<file path="config.mk">
export PLATFORM = sky130hd
export DESIGN_NAME = dct_core
export DESIGN_NICKNAME = d
export VERILOG_FILES = /design/src/hw/dct_pkg.sv /design/src/hw/dct_core.sv /design/src/hw/dct_delay.sv
export SDC_FILE = /design/constraint.sdc
export NUM_CORES = 1
export LEC_CHECK = 0
export ABC_CLOCK_PERIOD_IN_PS = 1500
export BUFFER_PORTS_ARGS = -buffer_cell sky130_fd_sc_hd__buf_2
export CAP_MARGIN = 20
export CORE_ASPECT_RATIO = 1.25
export CORE_MARGIN = 2
export CORE_UTILIZATION = 40
export DETAILED_ROUTE_END_ITERATION = 8
export GPL_TIMING_DRIVEN = 0
export PLACE_DENSITY = 0.67
export REMOVE_ABC_BUFFERS = 1
export SYNTH_ARGS = -nofsm -noshare
export SYNTH_HDL_FRONTEND = slang
export SYNTH_SLANG_ARGS = --single-unit
</file>
<file path="constraint.sdc">
create_clock -name i_clk -period 1.5 [get_ports i_clk]
set_input_delay 0.3 -clock i_clk [delete_from_list [all_inputs] [get_ports i_clk]]
set_output_delay 0.3 -clock i_clk [all_outputs]
set_load 0.1 [all_outputs]
</file>
<file path="src/hw/dct_pkg.sv">
package dct_pkg;
  // Core clock feeding this block, in picoseconds (100 MHz)
  localparam int CLK_PERIOD_PS = 10000;
  // Output access window bounds of the fastest grade
  localparam int TAC_MIN_PS = -400;
  localparam int TAC_MAX_PS = 400;

  // Width of every delay count handed to the delay unit
  localparam int DLY_W = 4;

  // Synchronous termination turn-on and turn-off latencies
  localparam int AOND_CK = 2;
  localparam int AOFD_CK_X10 = 25;
  // Half-cycle latency rounds up, the core has no falling-edge domain
  localparam int AOFD_CYC = (AOFD_CK_X10 + 9) / 10;

  // Power-down turn-on: from tAC(min)+2 ns to 2 tCK + tAC(max) + 1 ns
  localparam int AONPD_MIN_ADD_PS = 2000;
  localparam int AONPD_MAX_CK = 2;
  localparam int AONPD_MAX_ADD_PS = 1000;
  localparam int AONPD_MIN_RAW = (TAC_MIN_PS + AONPD_MIN_ADD_PS + CLK_PERIOD_PS - 1)
                                 / CLK_PERIOD_PS;
  localparam int AONPD_MIN_CYC = (AONPD_MIN_RAW < 1) ? 1 : AONPD_MIN_RAW;
  localparam int AONPD_MAX_CYC = (AONPD_MAX_CK * CLK_PERIOD_PS + TAC_MAX_PS
                                 + AONPD_MAX_ADD_PS) / CLK_PERIOD_PS;

  // Power-down turn-off: from tAC(min)+2 ns to 2.5 tCK + tAC(max) + 1 ns
  localparam int AOFPD_MIN_ADD_PS = 2000;
  localparam int AOFPD_MAX_CK_X10 = 25;
  localparam int AOFPD_MAX_ADD_PS = 1000;
  localparam int AOFPD_MIN_RAW = (TAC_MIN_PS + AOFPD_MIN_ADD_PS + CLK_PERIOD_PS - 1)
                                 / CLK_PERIOD_PS;
  localparam int AOFPD_MIN_CYC = (AOFPD_MIN_RAW < 1) ? 1 : AOFPD_MIN_RAW;
  localparam int AOFPD_MAX_CYC = (AOFPD_MAX_CK_X10 * CLK_PERIOD_PS / 10 + TAC_MAX_PS
                                 + AOFPD_MAX_ADD_PS) / CLK_PERIOD_PS;

  // Mode-register termination update and OCD drive delay, 0 to 12 ns
  localparam int TMOD_MAX_NS = 12;
  localparam int TOIT_MAX_NS = 12;
  localparam int TMOD_RAW = TMOD_MAX_NS * 1000 / CLK_PERIOD_PS;
  localparam int TOIT_RAW = TOIT_MAX_NS * 1000 / CLK_PERIOD_PS;
  localparam int TMOD_CYC = (TMOD_RAW < 1) ? 1 : TMOD_RAW;
  localparam int TOIT_CYC = (TOIT_RAW < 1) ? 1 : TOIT_RAW;

  // Cycles after power-down exit during which asynchronous timing still holds
  localparam int AXPD_CYC = 8;

  // Extended mode register select and field positions
  localparam logic [2:0] BA_EMR1 = 3'h1;
  localparam int RTT_HI_BIT = 6;
  localparam int RTT_LO_BIT = 2;
  localparam int OCD_LSB = 7;

  // Calibration program codes
  localparam logic [2:0] OCD_EXIT = 3'h0;
  localparam logic [2:0] OCD_DRV1 = 3'h1;
  localparam logic [2:0] OCD_DRV0 = 3'h2;

  // Output driver state reported outward, and the termination value loaded at reset
  localparam logic [1:0] DRV_NORMAL = 2'h0;
  localparam logic [1:0] DRV_HIGH = 2'h1;
  localparam logic [1:0] DRV_LOW = 2'h2;
  localparam logic [1:0] RTT_RST = 2'h0;
endpackage

</file>
<file path="src/hw/dct_core.sv">
module dct_core
  import dct_pkg::*;
(
  input wire logic i_clk,
  input wire logic i_sys_rst,
  input wire logic i_cke,
  input wire logic i_cs_n,
  input wire logic i_ras_n,
  input wire logic i_cas_n,
  input wire logic i_we_n,
  input wire logic [2:0] i_ba,
  input wire logic [13:0] i_addr,
  input wire logic i_odt,
  output logic o_odt_en,
  output logic [1:0] o_rtt_sel,
  output logic [1:0] o_ocd_drive,
  output logic o_pd_timing
);
  import dct_pkg::*;

  // Last sampled termination request, to spot its edges
  logic odt_last_reg;
  // Previous clock enable level, to spot power-down exit
  logic cke_last_reg;
  // Cycles left in which power-down termination timing still applies
  logic [DLY_W-1:0] axpd_reg;
  logic [DLY_W-1:0] axpd_next;
  // Termination state as seen by the termination delay
  logic odt_state;
  // Wait flags of the three delay units: a unit is busy while a change
  // is still pending, which the settle checks below rely on
  logic odt_busy;
  logic rtt_busy;
  logic ocd_busy;

  // Every other command is ignored; only mode writes matter to this block
  // Command decode: a mode register set needs clock enable high
  wire mrs_hit = i_cke && !i_cs_n && !i_ras_n && !i_cas_n && !i_we_n;
  wire emr1_hit = mrs_hit && (i_ba == BA_EMR1);
  // Termination value and calibration code ride on the address lines
  wire [1:0] rtt_new = {i_addr[RTT_HI_BIT], i_addr[RTT_LO_BIT]};
  wire [2:0] ocd_code = i_addr[OCD_LSB +: 3];

  // Only the two drive codes force the outputs; every other code releases them
  wire [1:0] drv_new = (ocd_code == OCD_DRV1) ? DRV_HIGH :
                       (ocd_code == OCD_DRV0) ? DRV_LOW : DRV_NORMAL;

  // Clock enable rising: the edge at which power-down is left
  wire cke_rise = i_cke && !cke_last_reg;
  // Power-down timing while clock enable is low, on the exit edge itself
  // and for eight edges after it; the exit edge counts because the
  // termination path is not yet back on the clock at that edge
  wire pd_timing = !i_cke || cke_rise || (axpd_reg != '0);
  // Any difference from the last sampled level is a termination request
  wire odt_chg = (i_odt != odt_last_reg);

  // Pick the latency for this termination edge. Power-down takes the
  // shortest legal count: a real pad path acts without the clock, so the
  // long end of the window is left as margin for it
  wire [DLY_W-1:0] on_cyc = pd_timing ? DLY_W'(AONPD_MIN_CYC) : DLY_W'(AOND_CK);
  wire [DLY_W-1:0] off_cyc = pd_timing ? DLY_W'(AOFPD_MIN_CYC) : DLY_W'(AOFD_CYC);
  // The new level decides which of the two latencies applies
  wire [DLY_W-1:0] odt_cyc = i_odt ? on_cyc : off_cyc;

  // Exit window counter: reloads on each power-down exit
  always_comb begin
    if (cke_rise) begin
      // Every exit restarts the full window
      axpd_next = DLY_W'(AXPD_CYC);
    end else if (axpd_reg != '0) begin
      // Count the window down one edge at a time
      axpd_next = axpd_reg - DLY_W'(1);
    end else begin
      // Window closed; stay at zero
      axpd_next = axpd_reg;
    end
  end

  // Edge trackers; clock enable is only sampled, its pulse width is trusted
  always_ff @(posedge i_clk) begin
    if (i_sys_rst) begin
      // Reset leaves the block as if just out of power-down, so the first
      // edges after release still count as the exit window
      odt_last_reg <= 1'b0;
      cke_last_reg <= 1'b0;
      axpd_reg <= '0;
      o_pd_timing <= 1'b1;
    end else begin
      // Sample both pins and advance the window
      odt_last_reg <= i_odt;
      cke_last_reg <= i_cke;
      axpd_reg <= axpd_next;
      o_pd_timing <= !i_cke || (axpd_next != '0);
    end
  end

  // Termination switch; in power-down the input acts without a clock,
  // modelled here by the shortest legal latency in core cycles
  dct_delay #(.CNT_W(DLY_W), .DAT_W(1), .RST_VAL(1'b0)) u_odt_dly (
    .i_clk(i_clk),
    .i_sys_rst(i_sys_rst),
    .i_load(odt_chg),
    .i_cycles(odt_cyc),
    .i_data(i_odt),
    .o_data(odt_state),
    .o_busy(odt_busy)
  );

  // Termination value update after an extended mode register write
  // One edge of wait fits inside the update limit at this clock
  dct_delay #(.CNT_W(DLY_W), .DAT_W(2), .RST_VAL(RTT_RST)) u_rtt_dly (
    .i_clk(i_clk),
    .i_sys_rst(i_sys_rst),
    .i_load(emr1_hit),
    .i_cycles(DLY_W'(TMOD_CYC)),
    .i_data(rtt_new),
    .o_data(o_rtt_sel),
    .o_busy(rtt_busy)
  );

  // Calibration drive state; spacing of mode writes is left to the controller
  // A back-to-back write overrides the pending one; the latest wins
  dct_delay #(.CNT_W(DLY_W), .DAT_W(2), .RST_VAL(DRV_NORMAL)) u_ocd_dly (
    .i_clk(i_clk),
    .i_sys_rst(i_sys_rst),
    .i_load(emr1_hit),
    .i_cycles(DLY_W'(TOIT_CYC)),
    .i_data(drv_new),
    .o_data(o_ocd_drive),
    .o_busy(ocd_busy)
  );

  // The output comes straight from the delay unit's register
  assign o_odt_en = odt_state;

  // Device-side checks; the controller's spacing is kept by its model
  // Power-down turn-on lands inside its window
  a_odt_pd_on: assert property (@(posedge i_clk) disable iff (i_sys_rst)
    (odt_chg && i_odt && pd_timing) ##1 i_odt |=> o_odt_en)
    else $error("termination late turning on in power-down");

  // Power-down turn-off lands inside its window
  a_odt_pd_off: assert property (@(posedge i_clk) disable iff (i_sys_rst)
    (odt_chg && !i_odt && pd_timing) ##1 !i_odt |=> !o_odt_en)
    else $error("termination late turning off in power-down");

  // Synchronous turn-on takes exactly two edges
  a_odt_sync_on: assert property (@(posedge i_clk) disable iff (i_sys_rst)
    (odt_chg && i_odt && !pd_timing) ##1 i_odt[*2] |-> !$past(o_odt_en) ##1 o_odt_en)
    else $error("synchronous termination turn-on not at two cycles");

  // New termination value applied within the update limit
  a_rtt_update: assert property (@(posedge i_clk) disable iff (i_sys_rst)
    emr1_hit ##1 !emr1_hit |=> (o_rtt_sel == $past(rtt_new, 2)))
    else $error("termination setting not applied in time");

  // Drive state follows the calibration code within the limit
  a_ocd_drive: assert property (@(posedge i_clk) disable iff (i_sys_rst)
    emr1_hit ##1 !emr1_hit |=> (o_ocd_drive == $past(drv_new, 2)))
    else $error("calibration drive state late");

  // Delay units idle once their change is applied
  a_dly_settle: assert property (@(posedge i_clk) disable iff (i_sys_rst)
    emr1_hit ##1 !emr1_hit |=> !rtt_busy && !ocd_busy)
    else $error("delay unit stuck busy");

  // No termination wait outlasts the longest latency of three edges
  a_odt_settle: assert property (@(posedge i_clk) disable iff (i_sys_rst)
    odt_chg ##1 (!odt_chg)[*3] |=> !odt_busy)
    else $error("termination delay stuck busy");

  // Synchronous turn-off holds the old level for three edges, then drops
  a_odt_sync_off: assert property (@(posedge i_clk) disable iff (i_sys_rst)
    (odt_chg && !i_odt && !pd_timing && o_odt_en && !odt_busy) ##1 (!i_odt)[*3]
      |-> o_odt_en ##1 !o_odt_en)
    else $error("synchronous termination turn-off not at three cycles");

  // Clock enable low is reported as power-down timing at the next edge
  a_pd_enter: assert property (@(posedge i_clk) disable iff (i_sys_rst)
    !i_cke |=> o_pd_timing)
    else $error("power-down timing flag missing while enable low");

  // After an exit the flag stands for eight edges
  a_pd_exit_hold: assert property (@(posedge i_clk) disable iff (i_sys_rst)
    cke_rise |=> o_pd_timing[*8])
    else $error("power-down timing flag dropped too early after exit");

  // With enable kept high the flag clears once the window has passed
  a_pd_exit_end: assert property (@(posedge i_clk) disable iff (i_sys_rst)
    cke_rise ##1 i_cke[*8] |=> !o_pd_timing)
    else $error("power-down timing flag held too long after exit");

  // Termination value moves only on the edge after a mode write
  a_rtt_quiet: assert property (@(posedge i_clk) disable iff (i_sys_rst)
    $changed(o_rtt_sel) |-> $past(emr1_hit, 2))
    else $error("termination setting changed without a mode write");

  // Drive state moves only on the edge after a mode write
  a_ocd_quiet: assert property (@(posedge i_clk) disable iff (i_sys_rst)
    $changed(o_ocd_drive) |-> $past(emr1_hit, 2))
    else $error("calibration drive state changed without a mode write");
endmodule

</file>
<file path="src/hw/dct_delay.sv">
// Loadable delay: the value given at load appears at o_data exactly
// i_cycles clock edges later; a new load restarts the wait.
module dct_delay #(
  parameter int CNT_W = 4,
  parameter int DAT_W = 2,
  parameter logic [DAT_W-1:0] RST_VAL = '0
) (
  input wire logic i_clk,
  input wire logic i_sys_rst,
  input wire logic i_load,
  input wire logic [CNT_W-1:0] i_cycles,
  input wire logic [DAT_W-1:0] i_data,
  output logic [DAT_W-1:0] o_data,
  output logic o_busy
);
  logic [CNT_W-1:0] cnt_reg; // Edges still to wait
  logic [DAT_W-1:0] hold_reg; // Value waiting to be applied
  wire apply = (cnt_reg == CNT_W'(1)) && !i_load;

  // Countdown; the latest load wins so a late change is never lost
  always_ff @(posedge i_clk) begin
    if (i_sys_rst) begin
      cnt_reg <= '0;
      hold_reg <= RST_VAL;
      o_data <= RST_VAL;
    end else begin
      if (i_load) begin
        cnt_reg <= i_cycles;
        hold_reg <= i_data;
      end else if (cnt_reg != '0) begin
        cnt_reg <= cnt_reg - CNT_W'(1);
      end
      if (apply) begin
        o_data <= hold_reg;
      end
    end
  end

  assign o_busy = (cnt_reg != '0);
endmodule

</file>
==> impl_metrics.env <==
export IMPL_outcome="completed"
export IMPL_finalHoldViolCount=0
export IMPL_grt_pass1_vias=1172
export IMPL_gp_congestion=0.8483
export IMPL_ys_warn_count=0
export IMPL_routed_wl_microns=2971
export IMPL_final_min_clock_period_ns=1.452
export IMPL_drt_iter0_drc=41
export IMPL_io_pin_count=31
export IMPL_clk_pin_slew_ns=0.06
export IMPL_synth_top_area_cell="dfxtp_1"
export IMPL_synth_edf_count=0
export IMPL_p_leak_nw=0.7271
export IMPL_worstMarginPinSlew_ns=0.4872
export IMPL_relSlewSlack_pct=67.75
export IMPL_num_rows=23
export IMPL_end_kind="flip-flop"
export IMPL_overflow=0
export IMPL_core_sq_um=3252
export IMPL_syn_area_per_cell_sq_um=9.036
export IMPL_num_antenna_cells=0
export IMPL_ir_drop_uv=876.9
export IMPL_multi_input_area_sq_um=827.0
export IMPL_clock_path_buffers=2
export IMPL_ys_ff_latch=29
export IMPL_synthCells=153
export IMPL_insertion_delay_ns=0.28
export IMPL_async_flop_share_pct=0
export IMPL_finalSetupTns_ns=0
export IMPL_cts_buffers=5
export IMPL_antenna_found_initial=0
export IMPL_n_fill_cell=311
export IMPL_yosysSeqAreaShare_pct=41.99
export IMPL_ff2ff_setup_slack_ns=0.05
export IMPL_post_route_util_pct=53.71
export IMPL_dieArea_sq_um=3946
export IMPL_ant_nets=0
export IMPL_drv_slew=0
export IMPL_post_route_period_util_pct=96.79
export IMPL_crit_required_ns=1.72
export IMPL_synth_area_sq_um=1383
export IMPL_netlist_area_leader_share_pct=41.99
export IMPL_start_kind="flip-flop"
export IMPL_hp_class="input port to flip-flop"
export IMPL_seqCellArea_sq_um=584.3
export IMPL_synth_ff_type="dfxtp_1"
export IMPL_cts_sinks=29
export IMPL_cts_tree="yes"
export IMPL_die_w_microns=56.59
export IMPL_finClkSkew_ns=0.003872
export IMPL_die_y_microns=69.73
export IMPL_gr_usage_all_layers_pct=16.18
export IMPL_finish_net_count=220
export IMPL_critPathMaxFanout=2
export IMPL_yosysUniqueCellTypes=30
export IMPL_route_detailed_drc=0
export IMPL_arrival_ns=1.67
export IMPL_grt_max_degree=22
export IMPL_grt_pass1_wl_microns=4857
export IMPL_max_cap_violations=0
export IMPL_max_freq_mhz=688.8
export IMPL_power_density_nw_per_um2=1588
export IMPL_holdWs_ns=0.2720
export IMPL_synth_area_top_cells="dfxtp_1 (42%), ha_1 (8.1%), nor2_1 (5.7%)"
export IMPL_start_util_pct=42.52
export IMPL_finalSetupViolCount=0
export IMPL_syn_to_final_growth_pct=26.34
export IMPL_path_class="flip-flop to flip-flop"
export IMPL_wl_per_cell_microns=13.32
export IMPL_drive_gt1_share_pct=28.49
export IMPL_drt_pass1_iter_count=4
export IMPL_root_buffer="clkbuf_8"
export IMPL_power_mw=2.774
export IMPL_via_per_inst=5.256
export IMPL_port_buffers=21
export IMPL_hold_buffers=0
export IMPL_routed_via_count=1172
export IMPL_htree_levels=2
export IMPL_hpwlAfterDp_microns=2082
## logic make-up (layout without fill, tap and decap cells)
| kind of cell | Yosys count | count (layout) | synth area share [%] |
|---|---|---|---|
| AO/OA/AOI/OAI | 24 | 24 | 10.50 |
| XOR/XNOR | 5 | 5 | 3.168 |
| adder cells (fa/ha/maj) | 9 | 9 | 8.145 |
| buffers and inverters | 14 | 47 | 3.800 |
| flip-flops | 29 | 29 | 41.99 |
| multiplexers | 8 | 8 | 5.973 |
| AND/OR/NAND/NOR | 64 | 64 | 26.43 |
## cells in the final DEF (no fill, tap or decap), types with 4 or more instances in the layout
master and count:
a211oi_1 4, buf_4 7, ha_1 7, a21oi_1 14, nor2_1 21, inv_1 9
buf_2 21, or3_1 4, nor3_1 6, dfxtp_1 26, nand2_1 8, clkbuf_8 6
mux2i_1 6, nand3_1 4
## final timing paths
| kind | start | cells past startpoint | end |
|---|---|---|---|
| hold reg to reg | cke_last_reg | 1 | o_pd_timing |
| hold / removal | i_addr[6] | 3 | u_rtt_dly.hold_reg[1] |
| setup reg to reg | u_odt_dly.cnt_reg[1] | 6 | u_odt_dly.cnt_reg[0] |
| setup / recovery | u_odt_dly.cnt_reg[1] | 6 | u_odt_dly.cnt_reg[0] |
## synthesized netlist by cell type (all sizes together), types with 2 or more instances
cell type and count:
a2111oi 2, a211oi 4, a21oi 14, dfxtp 29
ha 9, inv 12, mux2 2, mux2i 6
nand2 9, nand2b 3, nand3 4, nand4 3
nor2 21, nor2b 3, nor3 6, nor3b 2
nor4b 4, o21ai 2, or3 4, or3b 2
xnor2 3, xor2 2
## power breakdown
part	switching (mW)	internal (mW)
logic	0.537	0.533
clock network	0.275	0.363
registers	0.152	0.915
total	0.964	1.81
## cell type report
| class | instances | area share (%) |
|---|---|---|
| clock buffer | 7 | 4.943 |
| sequential | 29 | 33.45 |
| multi-input combinational | 110 | 47.35 |
| timing repair buffer | 28 | 9.026 |
| inverter | 12 | 2.579 |
| tap | 37 | 2.650 |
## metrics by stage
step | worst slack (ns) | cells | area [sq um]
detailed placement | -0.3618 | 209 | 1526
global route | -0.007924 | 223 | 1747
finish | 0.04815 | 223 | 1747
global placement | -0.3607 | 209 | 1526
floorplan | -0.1413 | 151 | 1375
CTS | -0.04875 | 219 | 1680
## worst max-delay path, cell delays in order, from the launching register on
cell	delay, ns
dfxtp_2	0.32
inv_2	0.07
ha_4	0.13
or3b_4	0.37
or2_4	0.24
a41o_1	0.18
nor2_1	0.07
## timing repair
| item | 4_1_cts | 5_1_grt |
|---|---|---|
| pin swaps | 1 | 4 |
| endpoints found under the setup margin | 9 | 9 |
| endpoints found under the hold margin | 0 | 0 |
| resized for setup | 18 | 4 |
| setup buffers | 3 | 4 |
## per-layer routing
| metal | routed length [microns] | vias up | part of all wire, % | track usage [%] |
|---|---|---|---|---|
| met1 | 1202 | 548 | 40 | 15.65 |
| met4 | 63 | 0 | 2.1 | 9.524 |
| met2 | 1593 | 25 | 54 | 28.81 |
| met5 | 0 | - | 0 | 0 |
| li1 | - | 594 | - | - |
| met3 | 111 | 5 | 3.7 | 5.597 |
(Power assumes the default switching activity.)
